[config.mk]
export PLATFORM = sky130hd
export DESIGN_NAME = usf_flags
export DESIGN_NICKNAME = d
export VERILOG_FILES = /design/src/usf_pkg.sv /design/src/usf_cts_sync.sv /design/src/usf_flow_ctl.sv /design/src/usf_flags.sv
export SDC_FILE = /design/constraint.sdc
export NUM_CORES = 1
export LEC_CHECK = 0
export ABC_AREA = 0
export BUFFER_PORTS_ARGS = -buffer_cell sky130_fd_sc_hd__buf_2
export CAP_MARGIN = 10
export CORE_ASPECT_RATIO = 0.7
export CORE_MARGIN = 5
export CORE_UTILIZATION = 44
export DETAILED_ROUTE_END_ITERATION = 16
export PLACE_DENSITY = 0.79
export SLEW_MARGIN = 10
export SYNTH_ARGS = -nofsm -noshare
export SYNTH_HDL_FRONTEND = slang
export SYNTH_SLANG_ARGS = --single-unit
[constraint.sdc]
create_clock -name aclk -period 1.5 [get_ports aclk]
set_input_delay 0 -clock aclk [delete_from_list [all_inputs] [get_ports aclk]]
set_output_delay 0 -clock aclk [all_outputs]
set_load 0.1 [all_outputs]
[src/usf_pkg.sv]
// Package for the serial-port flag word block: offsets, fields, resets.
// Assumes an AXI4-Lite slave with 32-bit data and word-aligned registers.
package usf_pkg;

  // ---------------------------------------------------------------------
  // Register offsets (byte addresses).
  // ---------------------------------------------------------------------
  localparam logic [7:0] OFS_FLAGS = 8'h18;
  localparam logic [7:0] OFS_IRQ_STATUS = 8'h40;
  localparam logic [7:0] OFS_IRQ_MASK = 8'h44;
  localparam logic [7:0] OFS_CTRL = 8'h48;

  // ---------------------------------------------------------------------
  // Flag word field positions.
  // ---------------------------------------------------------------------
  localparam int BIT_CTS = 0;
  localparam int BIT_BUSY = 3;
  localparam int BIT_RX_EMPTY = 4;
  localparam int BIT_TX_FULL = 5;
  localparam int BIT_RX_FULL = 6;
  localparam int BIT_TX_EMPTY = 7;
  localparam int BIT_CTS_CHANGE = 9;
  localparam int BIT_RSV_LO = 10;
  localparam int BIT_RSV_HI = 12;
  localparam int BIT_REMOTE_STOP = 13;

  // ---------------------------------------------------------------------
  // Reset values.
  // ---------------------------------------------------------------------
  localparam logic [2:0] RST_RSV_FIELD = 3'h7;
  localparam logic RST_CTS_CHANGE = 1'b1;
  localparam logic [3:0] RST_IRQ_MASK = 4'h0;
  localparam logic [1:0] RST_CTRL = 2'h0;

  // ---------------------------------------------------------------------
  // Interrupt status bit positions and control bit positions.
  // ---------------------------------------------------------------------
  localparam int IRQ_CTS_CHANGE = 0;
  localparam int IRQ_REMOTE_STOP = 1;
  localparam int IRQ_REMOTE_GO = 2;
  localparam int IRQ_TX_IDLE = 3;
  localparam int IRQ_W = 4;
  localparam int CTRL_FIFO_EN = 0;
  localparam int CTRL_RX_FIFO_EN = 1;

  // AXI response codes.
  localparam logic [1:0] RESP_OKAY = 2'h0;
  localparam logic [1:0] RESP_SLVERR = 2'h2;

endpackage : usf_pkg

[src/usf_cts_sync.sv]
// Two-stage synchroniser and change detector for the clear-to-send line.
// Assumes a single clock; the input may toggle at any time.
`timescale 1ns/1ps

module usf_cts_sync (
  input wire logic aclk,
  input wire logic aresetn,
  input wire logic cts_in,
  output logic cts_level,
  output logic cts_toggle
);

  logic meta_ff;
  logic sync_ff;
  logic last_ff;

  // The first stage feeds only the second; edges are detected later.
  always_ff @(posedge aclk) begin
    if (!aresetn) begin
      meta_ff <= 1'b0;
      sync_ff <= 1'b0;
      last_ff <= 1'b0;
    end else begin
      meta_ff <= cts_in;
      sync_ff <= meta_ff;
      last_ff <= sync_ff;
    end
  end

  assign cts_level = sync_ff;
  assign cts_toggle = sync_ff ^ last_ff; // One-cycle pulse on any change.

endmodule // usf_cts_sync

[src/usf_flow_ctl.sv]
// Software flow-control tracker: remembers whether Xoff was last sent.
// Assumes the transmitter pulses xoff_sent or xon_sent once per character.
`timescale 1ns/1ps

module usf_flow_ctl (
  input wire logic aclk,
  input wire logic aresetn,
  input wire logic xoff_sent,
  input wire logic xon_sent,
  output logic remote_stopped,
  output logic stop_pulse,
  output logic go_pulse
);

  logic stopped_ff;

  // Xoff sets the state and wins over a same-cycle Xon; Xon clears it.
  always_ff @(posedge aclk) begin
    if (!aresetn) begin
      stopped_ff <= 1'b0;
    end else if (xoff_sent) begin
      stopped_ff <= 1'b1;
    end else if (xon_sent) begin
      stopped_ff <= 1'b0;
    end
  end

  assign remote_stopped = stopped_ff;
  assign stop_pulse = xoff_sent & ~stopped_ff;
  assign go_pulse = xon_sent & ~xoff_sent & stopped_ff;

endmodule // usf_flow_ctl

[src/usf_flags.sv]
// Flag word of an asynchronous serial port, with an AXI4-Lite slave.
// Assumes FIFO fill levels and transmitter activity come from the port.
//
// The AXI4-Lite slave port was chosen for this implementation.
`timescale 1ns/1ps

module usf_flags #(
  parameter int TX_DEPTH = 16,
  parameter int RX_DEPTH = 16,
  parameter int CNT_W = 5
) (
  input wire logic aclk,
  input wire logic aresetn,
  // AXI4-Lite write address channel.
  input wire logic [7:0] s_axi_awaddr,
  input wire logic s_axi_awvalid,
  output logic s_axi_awready,
  // AXI4-Lite write data channel.
  input wire logic [31:0] s_axi_wdata,
  input wire logic [3:0] s_axi_wstrb,
  input wire logic s_axi_wvalid,
  output logic s_axi_wready,
  // AXI4-Lite write response channel.
  output logic [1:0] s_axi_bresp,
  output logic s_axi_bvalid,
  input wire logic s_axi_bready,
  // AXI4-Lite read address channel.
  input wire logic [7:0] s_axi_araddr,
  input wire logic s_axi_arvalid,
  output logic s_axi_arready,
  // AXI4-Lite read data channel.
  output logic [31:0] s_axi_rdata,
  output logic [1:0] s_axi_rresp,
  output logic s_axi_rvalid,
  input wire logic s_axi_rready,
  // Port-side state.
  input wire logic [CNT_W-1:0] tx_fifo_count,
  input wire logic [CNT_W-1:0] rx_fifo_count,
  input wire logic tx_hold_full,
  input wire logic rx_hold_full,
  input wire logic tx_shift_active,
  input wire logic tx_enable,
  input wire logic cts_in,
  input wire logic xoff_sent,
  input wire logic xon_sent,
  // Mode and interrupt outputs towards the port.
  output logic fifo_enable,
  output logic rx_fifo_enable,
  output logic irq
);

  // ---------------------------------------------------------------------
  // Local signals.
  // ---------------------------------------------------------------------
  logic cts_level;
  logic cts_toggle;
  logic remote_stopped;
  logic stop_pulse;
  logic go_pulse;
  logic [31:0] flags_ff;
  logic [31:0] nxt_flags;
  logic cts_change_ff;
  logic [usf_pkg::IRQ_W-1:0] irq_status_ff;
  logic [usf_pkg::IRQ_W-1:0] irq_mask_ff;
  logic [usf_pkg::IRQ_W-1:0] irq_events;
  logic fifo_en_ff;
  logic rx_fifo_en_ff;
  logic busy_prev_ff;
  logic aw_held_ff;
  logic w_held_ff;
  logic [7:0] aw_addr_ff;
  logic [31:0] w_data_ff;
  logic [3:0] w_strb_ff;
  logic bvalid_ff;
  logic [1:0] bresp_ff;
  logic arready_ff;
  logic rvalid_ff;
  logic [31:0] rdata_ff;
  logic [1:0] rresp_ff;
  logic irq_ff;
  logic busy;
  logic rd_take;
  logic wr_fire;
  logic rd_flags;
  logic rd_status;

  // ---------------------------------------------------------------------
  // Submodules.
  // ---------------------------------------------------------------------
  usf_cts_sync u_cts (
    .aclk(aclk),
    .aresetn(aresetn),
    .cts_in(cts_in),
    .cts_level(cts_level),
    .cts_toggle(cts_toggle)
  );

  usf_flow_ctl u_flow (
    .aclk(aclk),
    .aresetn(aresetn),
    .xoff_sent(xoff_sent),
    .xon_sent(xon_sent),
    .remote_stopped(remote_stopped),
    .stop_pulse(stop_pulse),
    .go_pulse(go_pulse)
  );

  // Word address decode, used by both the read and write paths.
  function automatic logic addr_is(input logic [7:0] a,
                                   input logic [7:0] ofs);
    addr_is = (a[7:2] == ofs[7:2]);
  endfunction

  // ---------------------------------------------------------------------
  // Flag computation.
  // ---------------------------------------------------------------------

  // A paused character keeps busy low until transmit is enabled again,
  // while a non-empty transmit FIFO forces busy regardless of enable.
  assign busy = (tx_shift_active & tx_enable)
              | (tx_fifo_count != '0);

  // The flag word is registered so reads see one coherent snapshot.
  always_comb begin
    nxt_flags = 32'h0000_0000;
    nxt_flags[usf_pkg::BIT_CTS] = cts_level;
    nxt_flags[usf_pkg::BIT_BUSY] = busy;
    if (fifo_en_ff) begin
      nxt_flags[usf_pkg::BIT_TX_FULL] =
        (tx_fifo_count == CNT_W'(TX_DEPTH));
      nxt_flags[usf_pkg::BIT_TX_EMPTY] = (tx_fifo_count == '0);
    end else begin
      nxt_flags[usf_pkg::BIT_TX_FULL] = tx_hold_full;
      nxt_flags[usf_pkg::BIT_TX_EMPTY] = ~tx_hold_full;
    end
    // The receive side needs both its own enable and the FIFO enable; either low means character mode.
    if (fifo_en_ff && rx_fifo_en_ff) begin
      nxt_flags[usf_pkg::BIT_RX_EMPTY] = (rx_fifo_count == '0);
      nxt_flags[usf_pkg::BIT_RX_FULL] =
        (rx_fifo_count == CNT_W'(RX_DEPTH));
    end else begin
      nxt_flags[usf_pkg::BIT_RX_EMPTY] = ~rx_hold_full;
      nxt_flags[usf_pkg::BIT_RX_FULL] = rx_hold_full;
    end
    nxt_flags[usf_pkg::BIT_CTS_CHANGE] = cts_change_ff;
    nxt_flags[usf_pkg::BIT_RSV_HI:usf_pkg::BIT_RSV_LO] =
      usf_pkg::RST_RSV_FIELD;
    nxt_flags[usf_pkg::BIT_REMOTE_STOP] = remote_stopped;
  end

  // Snapshot register; reset shows both empty flags high.
  always_ff @(posedge aclk) begin
    if (!aresetn) begin
      flags_ff <= 32'h0000_0000;
      flags_ff[usf_pkg::BIT_RX_EMPTY] <= 1'b1;
      flags_ff[usf_pkg::BIT_TX_EMPTY] <= 1'b1;
      flags_ff[usf_pkg::BIT_CTS_CHANGE] <= usf_pkg::RST_CTS_CHANGE;
      flags_ff[usf_pkg::BIT_RSV_HI:usf_pkg::BIT_RSV_LO] <=
        usf_pkg::RST_RSV_FIELD;
    end else begin
      flags_ff <= nxt_flags;
    end
  end

  // Change flag: a new toggle wins over the clear made by a read.
  always_ff @(posedge aclk) begin
    if (!aresetn) begin
      cts_change_ff <= usf_pkg::RST_CTS_CHANGE;
    end else if (cts_toggle) begin
      cts_change_ff <= 1'b1;
    end else if (rd_take && rd_flags) begin
      cts_change_ff <= 1'b0;
    end
  end

  // ---------------------------------------------------------------------
  // Interrupts.
  // ---------------------------------------------------------------------

  // Transmit-idle event marks the falling edge of busy.
  always_ff @(posedge aclk) begin
    if (!aresetn) begin
      busy_prev_ff <= 1'b0;
    end else begin
      busy_prev_ff <= busy;
    end
  end

  always_comb begin
    irq_events = '0;
    irq_events[usf_pkg::IRQ_CTS_CHANGE] = cts_toggle;
    irq_events[usf_pkg::IRQ_REMOTE_STOP] = stop_pulse;
    irq_events[usf_pkg::IRQ_REMOTE_GO] = go_pulse;
    irq_events[usf_pkg::IRQ_TX_IDLE] = busy_prev_ff & ~busy;
  end

  // Sticky status; a read clears it but a same-cycle event survives.
  always_ff @(posedge aclk) begin
    if (!aresetn) begin
      irq_status_ff <= '0;
    end else if (rd_take && rd_status) begin
      irq_status_ff <= irq_events;
    end else begin
      irq_status_ff <= irq_status_ff | irq_events;
    end
  end

  // Level interrupt, registered to keep the output glitch free.
  always_ff @(posedge aclk) begin
    if (!aresetn) begin
      irq_ff <= 1'b0;
    end else begin
      irq_ff <= |(irq_status_ff & irq_mask_ff);
    end
  end

  // ---------------------------------------------------------------------
  // AXI4-Lite write path.
  // ---------------------------------------------------------------------

  // Address and data are latched independently, in either order.
  assign wr_fire = aw_held_ff && w_held_ff && !bvalid_ff;

  always_ff @(posedge aclk) begin
    if (!aresetn) begin
      aw_held_ff <= 1'b0;
      aw_addr_ff <= 8'h00;
    end else if (s_axi_awvalid && !aw_held_ff) begin
      aw_held_ff <= 1'b1;
      aw_addr_ff <= s_axi_awaddr;
    end else if (wr_fire) begin
      aw_held_ff <= 1'b0;
    end
  end

  always_ff @(posedge aclk) begin
    if (!aresetn) begin
      w_held_ff <= 1'b0;
      w_data_ff <= 32'h0000_0000;
      w_strb_ff <= 4'h0;
    end else if (s_axi_wvalid && !w_held_ff) begin
      w_held_ff <= 1'b1;
      w_data_ff <= s_axi_wdata;
      w_strb_ff <= s_axi_wstrb;
    end else if (wr_fire) begin
      w_held_ff <= 1'b0;
    end
  end

  // Writable control registers; the flag word itself ignores writes.
  always_ff @(posedge aclk) begin
    if (!aresetn) begin
      irq_mask_ff <= usf_pkg::RST_IRQ_MASK;
      fifo_en_ff <= usf_pkg::RST_CTRL[usf_pkg::CTRL_FIFO_EN];
      rx_fifo_en_ff <= usf_pkg::RST_CTRL[usf_pkg::CTRL_RX_FIFO_EN];
    end else if (wr_fire && w_strb_ff[0]) begin
      if (addr_is(aw_addr_ff, usf_pkg::OFS_IRQ_MASK)) begin
        irq_mask_ff <= w_data_ff[usf_pkg::IRQ_W-1:0];
      end
      if (addr_is(aw_addr_ff, usf_pkg::OFS_CTRL)) begin
        fifo_en_ff <= w_data_ff[usf_pkg::CTRL_FIFO_EN];
        rx_fifo_en_ff <= w_data_ff[usf_pkg::CTRL_RX_FIFO_EN];
      end
    end
  end

  // Response: unmapped addresses get SLVERR; the flag word is OKAY.
  always_ff @(posedge aclk) begin
    if (!aresetn) begin
      bvalid_ff <= 1'b0;
      bresp_ff <= usf_pkg::RESP_OKAY;
    end else if (wr_fire) begin
      bvalid_ff <= 1'b1;
      if (addr_is(aw_addr_ff, usf_pkg::OFS_IRQ_MASK) ||
          addr_is(aw_addr_ff, usf_pkg::OFS_CTRL) ||
          addr_is(aw_addr_ff, usf_pkg::OFS_IRQ_STATUS) ||
          addr_is(aw_addr_ff, usf_pkg::OFS_FLAGS)) begin
        bresp_ff <= usf_pkg::RESP_OKAY;
      end else begin
        bresp_ff <= usf_pkg::RESP_SLVERR;
      end
    end else if (s_axi_bready) begin
      bvalid_ff <= 1'b0;
    end
  end

  // ---------------------------------------------------------------------
  // AXI4-Lite read path.
  // ---------------------------------------------------------------------

  // One read at a time: arready is offered only while no data waits.
  assign rd_take = s_axi_arvalid && arready_ff;
  assign rd_flags = addr_is(s_axi_araddr, usf_pkg::OFS_FLAGS);
  assign rd_status = addr_is(s_axi_araddr, usf_pkg::OFS_IRQ_STATUS);

  always_ff @(posedge aclk) begin
    if (!aresetn) begin
      arready_ff <= 1'b0;
    end else begin
      arready_ff <= !rvalid_ff && !rd_take;
    end
  end

  always_ff @(posedge aclk) begin
    if (!aresetn) begin
      rvalid_ff <= 1'b0;
      rdata_ff <= 32'h0000_0000;
      rresp_ff <= usf_pkg::RESP_OKAY;
    end else if (rd_take) begin
      rvalid_ff <= 1'b1;
      rresp_ff <= usf_pkg::RESP_OKAY;
      rdata_ff <= 32'h0000_0000;
      if (rd_flags) begin
        rdata_ff <= flags_ff;
        // Live change bit, so the read returns exactly what it clears.
        rdata_ff[usf_pkg::BIT_CTS_CHANGE] <= cts_change_ff;
      end else if (rd_status) begin
        rdata_ff[usf_pkg::IRQ_W-1:0] <= irq_status_ff;
      end else if (addr_is(s_axi_araddr, usf_pkg::OFS_IRQ_MASK)) begin
        rdata_ff[usf_pkg::IRQ_W-1:0] <= irq_mask_ff;
      end else if (addr_is(s_axi_araddr, usf_pkg::OFS_CTRL)) begin
        rdata_ff[usf_pkg::CTRL_FIFO_EN] <= fifo_en_ff;
        rdata_ff[usf_pkg::CTRL_RX_FIFO_EN] <= rx_fifo_en_ff;
      end else begin
        rresp_ff <= usf_pkg::RESP_SLVERR;
      end
    end else if (s_axi_rready) begin
      rvalid_ff <= 1'b0;
    end
  end

  // ---------------------------------------------------------------------
  // Outputs, all from flip-flops; awready and wready through an inverter.
  // ---------------------------------------------------------------------
  assign s_axi_awready = !aw_held_ff;
  assign s_axi_wready = !w_held_ff;
  assign s_axi_bvalid = bvalid_ff;
  assign s_axi_bresp = bresp_ff;
  assign s_axi_arready = arready_ff;
  assign s_axi_rvalid = rvalid_ff;
  assign s_axi_rdata = rdata_ff;
  assign s_axi_rresp = rresp_ff;
  assign fifo_enable = fifo_en_ff;
  assign rx_fifo_enable = rx_fifo_en_ff;
  assign irq = irq_ff;

endmodule // usf_flags

== Word-level counts from Yosys, hierarchy flattened ==
Cells that the tools add are included.

* Input port bits: 76
* Output and inout port bits: 44
* Bits in registers: 103

* Reductions and logical operators: 30
* Equality and inequality tests: 10
* Muxes and demuxes: 25
* Bitwise operators: 15

{| class="wikitable"
|+ Operators by type and width
! cell !! number
|-
| 6-bit by 5-bit == test with 1-bit output (second input constant) || 6
|-
| 28-bit two-way mux || 1
|-
| 2-bit two-way mux || 8
|-
| 1-bit two-way mux || 13
|-
| 6-bit by 3-bit == test with 1-bit output (second input constant) || 2
|-
| 4-bit two-way mux || 3
|-
| 5-bit == test (second input constant) || 2
|-
| 1-bit logical AND || 10
|-
| 5-bit logical NOT || 2
|-
| 2-bit nonzero test || 5
|-
| 1-bit inverter || 6
|-
| 1-bit AND || 5
|-
| 1-bit logical NOT || 5
|-
| 5-bit nonzero test || 1
|-
| 4-bit AND || 1
|-
| 4-bit OR || 1
|-
| 2-bit AND reduction || 2
|-
| 4-bit OR reduction || 1
|-
| 1-bit logical OR || 3
|-
| 2-bit OR reduction || 1
|-
| 1-bit OR || 1
|-
| 1-bit bitwise XOR || 1
|}

== Depth between registers and ports, before layout ==
* Depth after elaboration: 6
* Mapped depth: 6

== Modules after synthesis ==
From an unflattened synthesis, not the netlist that was laid out.

* Cell total of the unflattened synthesis: 236
* Area, all modules: 2202.1 um2

{| class="wikitable"
|+ By module, submodules not included
! module !! cells an instance !! area an instance (um2) !! instances
|-
| usf_flags || 224 || 2060.7 || 1
|-
| usf_cts_sync || 7 || 88.8 || 1
|-
| usf_flow_ctl || 5 || 52.6 || 1
|}

== Worst setup path before layout ==
No wires, ideal clock.

* Path type: register to register
* Start: register arready_ff, in the netlist s_axi_arready
* End: register rdata_ff[3], in the netlist s_axi_rdata[3]
* Clock period less this slack: 1.859 ns
* Path slack: -0.359 ns
* Library setup time: 0.069 ns
* Stages on the path, launching flop included: 6
* Arrival: 1.790 ns
* Required time: 1.431 ns
* Path through: dfxtp_1 and4bb_4 and3_1 buf_6 a22oi_2 o21ai_1

* Word-level cells in the longest chain between the ends: 1

{| class="wikitable"
|+ Ends and longest elaborated chain
! what !! RTL line !! source
|-
| start: declaration || usf_flags.sv:76 || <nowiki>logic arready_ff;</nowiki>
|-
| start signal: assignment || usf_flags.sv:300 || <nowiki>arready_ff <= !rvalid_ff && !rd_take;</nowiki>
|-
| 1-bit logical AND || usf_flags.sv:292 || <nowiki>assign rd_take = s_axi_arvalid && arready_ff;</nowiki>
|-
| end signal: assignment || usf_flags.sv:314 || <nowiki>rdata_ff <= flags_ff;</nowiki>
|-
| end signal: indexed assignment || usf_flags.sv:316 || <nowiki>rdata_ff[usf_pkg::BIT_CTS_CHANGE] <= cts_change_ff;</nowiki>
|-
| end signal: indexed assignment || usf_flags.sv:318 || <nowiki>rdata_ff[usf_pkg::IRQ_W-1:0] <= irq_status_ff;</nowiki>
|-
| end: declaration || usf_flags.sv:78 || <nowiki>logic [31:0] rdata_ff;</nowiki>
|}

Every way passes these cells.
A chain may end at the register's enable or synchronous reset.

== Worst setup path in the final report ==
* Start: input tx_fifo_count[4]
* End: register flags_ff[3]

* Word-level cells in the longest chain between the ends: 2

{| class="wikitable"
|+ Ends and longest elaborated chain
! what !! RTL line !! source
|-
| start: declaration || usf_flags.sv:37 || <nowiki>input wire logic [CNT_W-1:0] tx_fifo_count,</nowiki>
|-
| 5-bit nonzero test || usf_flags.sv:121 || <nowiki>| (tx_fifo_count != '0);</nowiki>
|-
| 1-bit OR || usf_flags.sv:121 ||
|-
| end signal: indexed assignment || usf_flags.sv:157 || <nowiki>flags_ff[usf_pkg::BIT_CTS_CHANGE] <= usf_pkg::RST_CTS_CHANGE;</nowiki>
|-
| end signal: indexed assignment || usf_flags.sv:158 || <nowiki>flags_ff[usf_pkg::BIT_RSV_HI:usf_pkg::BIT_RSV_LO] <=</nowiki>
|-
| end signal: assignment || usf_flags.sv:161 || <nowiki>flags_ff <= nxt_flags;</nowiki>
|-
| end: declaration || usf_flags.sv:60 || <nowiki>logic [31:0] flags_ff;</nowiki>
|}

Every way passes these cells.

==> results.sh <==
export IMPL_routed_wl_um=5160
export IMPL_drc_errors=0
export IMPL_nets=387
export IMPL_cts_max_level=2
export IMPL_crit_arrival_ns=1.63
export IMPL_std_cell_rows=21
export IMPL_avgViaCountPerCell=4.77
export IMPL_power_frac_seq_pct=47.8
export IMPL_drv_slew=0
export IMPL_grt_usage_pct=15.7
export IMPL_antennaDiodeCount=0
export IMPL_ys_seq_area_share_pct=46.8
export IMPL_period_share_pct=95.6
export IMPL_drt_wirelength_per_cell_um=13.5
export IMPL_crit_reg2reg_launch="fifo_enable"
export IMPL_post_cts_buffers=0
export IMPL_core_area_um2=4780
export IMPL_cell_internal_pwr_mw=2.06
export IMPL_crit_type="in -> reg"
export IMPL_synth_edff_count=0
export IMPL_crit_required_ns=1.70
export IMPL_clk_pin_slew_ns=0.10
export IMPL_cts_tree="built"
export IMPL_area_delta_synth_final_pct=29.3
export IMPL_die_w_um=94.1
export IMPL_p_leak_nw=1.34
export IMPL_final_cell_count_no_fill=381
export IMPL_synth_cells=225
export IMPL_final_hold_viol_count=0
export IMPL_wl_met3_um=372
export IMPL_cts_buffers=5
export IMPL_tns_ns=0
export IMPL_status="finished, final reports clean"
export IMPL_peakVddDrop_uv=618
export IMPL_post_route_min_period_ns=1.43
export IMPL_synth_cell_type_count=43
export IMPL_grt_pass1_vias=1685
export IMPL_place_congestion=0.734
export IMPL_dpl_worst_slack_ns=0.257
export IMPL_dr_pass1_iters=5
export IMPL_die_y_um=68.9
export IMPL_synth_most_common_cell="dfxtp_1"
export IMPL_cts_buffer_depth=2
export IMPL_dieArea_um2=6480
export IMPL_start_util_pct=45.6
export IMPL_comb_power_share_pct=20.5
export IMPL_hpwl_um=3590
export IMPL_vias=1817
export IMPL_clkPwrFrac_pct=31.7
export IMPL_hold_class="in -> reg"
export IMPL_cts_sinks=51
export IMPL_timing_final_ws_setup_ns=0.0661
export IMPL_hold_slack_ns=0.00742
export IMPL_synth_area_per_cell_um2=9.69
export IMPL_grt_max_degree=22
export IMPL_critPathLaunchType="primary input"
export IMPL_io_pins=120
export IMPL_clock_latency_ns=0.31
export IMPL_end_kind="flop"
export IMPL_io_buffers=63
export IMPL_fillers=423
export IMPL_yosysTopAreaCellShare_pct=46.8
export IMPL_drt_iter0_drc=69
export IMPL_syn_area_um2=2180
export IMPL_fin_worst_skew_ns=0.0120
export IMPL_finalPower_mw=3.01
export IMPL_ys_flop_type="dfxtp_1"
export IMPL_fmax_ghz=0.697
export IMPL_ys_warn_count=0
export IMPL_p_sw_mw=0.951
export IMPL_wl_met2_um=2350
export IMPL_rsz0062_at_grt="false"
export IMPL_synth_largest_area_cell="dfxtp_1"
export IMPL_synth_seq_cells=51
export IMPL_drive_above_1_share_pct=27.9
export IMPL_p_per_area_nw_per_um2=1070
export IMPL_synthTopCellsByArea="dfxtp_1 47%, mux2i_1 9.6%, buf_4 7.9%"
export IMPL_antenna_found_initial=0
export IMPL_cts_root_buf="clkbuf_8"
export IMPL_synthTopCellsByCount="51 x dfxtp_1, 25 x nor2_1, 23 x buf_4, 21 x mux2i_1, 13 x a21oi_1"
export IMPL_grt_pass1_wl_um=7820
export IMPL_p_sw_share_pct=31.5
export IMPL_min_from="rx_fifo_count[2]"
export IMPL_cp_max_fo=3
export IMPL_ant_nets=0
export IMPL_startpoint="tx_fifo_count[4]"
export IMPL_synth_async_sr_flop_share_pct=0
export IMPL_place_inst=349
export IMPL_setup_violations=0
export IMPL_wirelength_met1_um=2320
export IMPL_gr_total_overflow=0
export IMPL_drv_cap=0
export IMPL_top_layer="met4"
power groups by stage:
stage                     logic [mW]  clock network, mW  registers [mW]
after floorplan                0.443                  0            1.53
after global placement         0.558                  0            1.47
after detailed placement       0.566                  0            1.47
after CTS                      0.612              0.963            1.44
after global routing           0.651               1.03            1.45
final                          0.618              0.955            1.44
worst max-delay path, stage by stage:
cell	delay, ns
dlygate4sd3_1	0.54
buf_2	0.14
nand2b_1	0.15
a21oi_2	0.17
dlygate4sd3_1	0.59
nor2_1	0.04
cells in the final DEF, fill, tap and decap left out, types with 2 or more instances in the layout:
cell,synthesis,final
clkbuf_8,0,5
and2_1,5,5
nor2_1,25,25
conb_1,1,21
a32o_1,3,3
a22oi_1,2,2
o21ai_0,5,5
buf_2,2,63
dlygate4sd3_1,0,24
nand3_1,2,2
nand2b_1,5,5
a21oi_1,13,12
o21ai_1,2,2
o2bb2ai_1,2,2
nand4_1,2,2
a22o_1,7,7
dfxtp_1,51,48
dfxtp_2,0,2
nand3b_1,2,2
a21oi_2,2,3
inv_1,6,6
nor2b_1,8,8
buf_4,23,5
nand2_1,10,10
mux2i_1,21,21
path summary, 6_finish.rpt:
| path | end | slack (ns) | cells after the start |
|---|---|---|---|
| worst max-delay path | flags_ff[3] | 0.07 | 6 |
| worst min-delay path | flags_ff[6] | 0.007 | 4 |
| worst min register to register | s_axi_arready | 0.44 | 1 |
| worst max register to register | flags_ff[5] | 0.19 | 3 |
through the flow:
stage | util, % | cell area, µm²
finish | 58.9 | 2820
global route | 58.9 | 2820
CTS | 58.9 | 2820
detailed placement | 51.5 | 2460
global placement | 51.5 | 2460
floorplan | - | 2260
routing by layer:
layer	up-vias	track usage [%]
met2	66	26.2
met1	826	19.7
met5	-	0
met4	0	7.57
met3	11	3.36
li1	914	-
state kept, by name (all words and copies together), names as in the netlist, 4 cells and up:
register / count
s_axi_rdata: 11
flags_ff: 7
aw_addr_ff: 6
irq_mask_ff: 4
irq_status_ff: 4
w_data_ff: 4
layout make-up:
class	instances	area [µm²]	share of cell area, %
clock buffer	6	72.6	2.57
clock inverter	2	37.5	1.33
inverter	6	22.5	0.799
multi-input combinational	155	980	34.8
sequential	51	1030	36.4
tap	69	86.3	3.06
timing repair buffer	92	593	21.0
what timing repair did:
action / in CTS / in global routing
hold buffers: 24 / 0
gates resized for setup: 0 / 1
endpoints found under the setup margin: 0 / 1
hold endpoints to repair: 23 / 0
cells by family after synthesis:
| kind of cell | after synthesis | share of synthesized area [%] |
|---|---|---|
| flops | 51 | 46.8 |
| other cells | 1 | 0.172 |
| simple gates | 71 | 18.0 |
| xor+xnor | 1 | 0.402 |
| compound gates | 41 | 13.1 |
| buf+inv | 39 | 11.8 |
| mux | 21 | 9.64 |
Note: power is estimated with default switching activity, not from simulation.
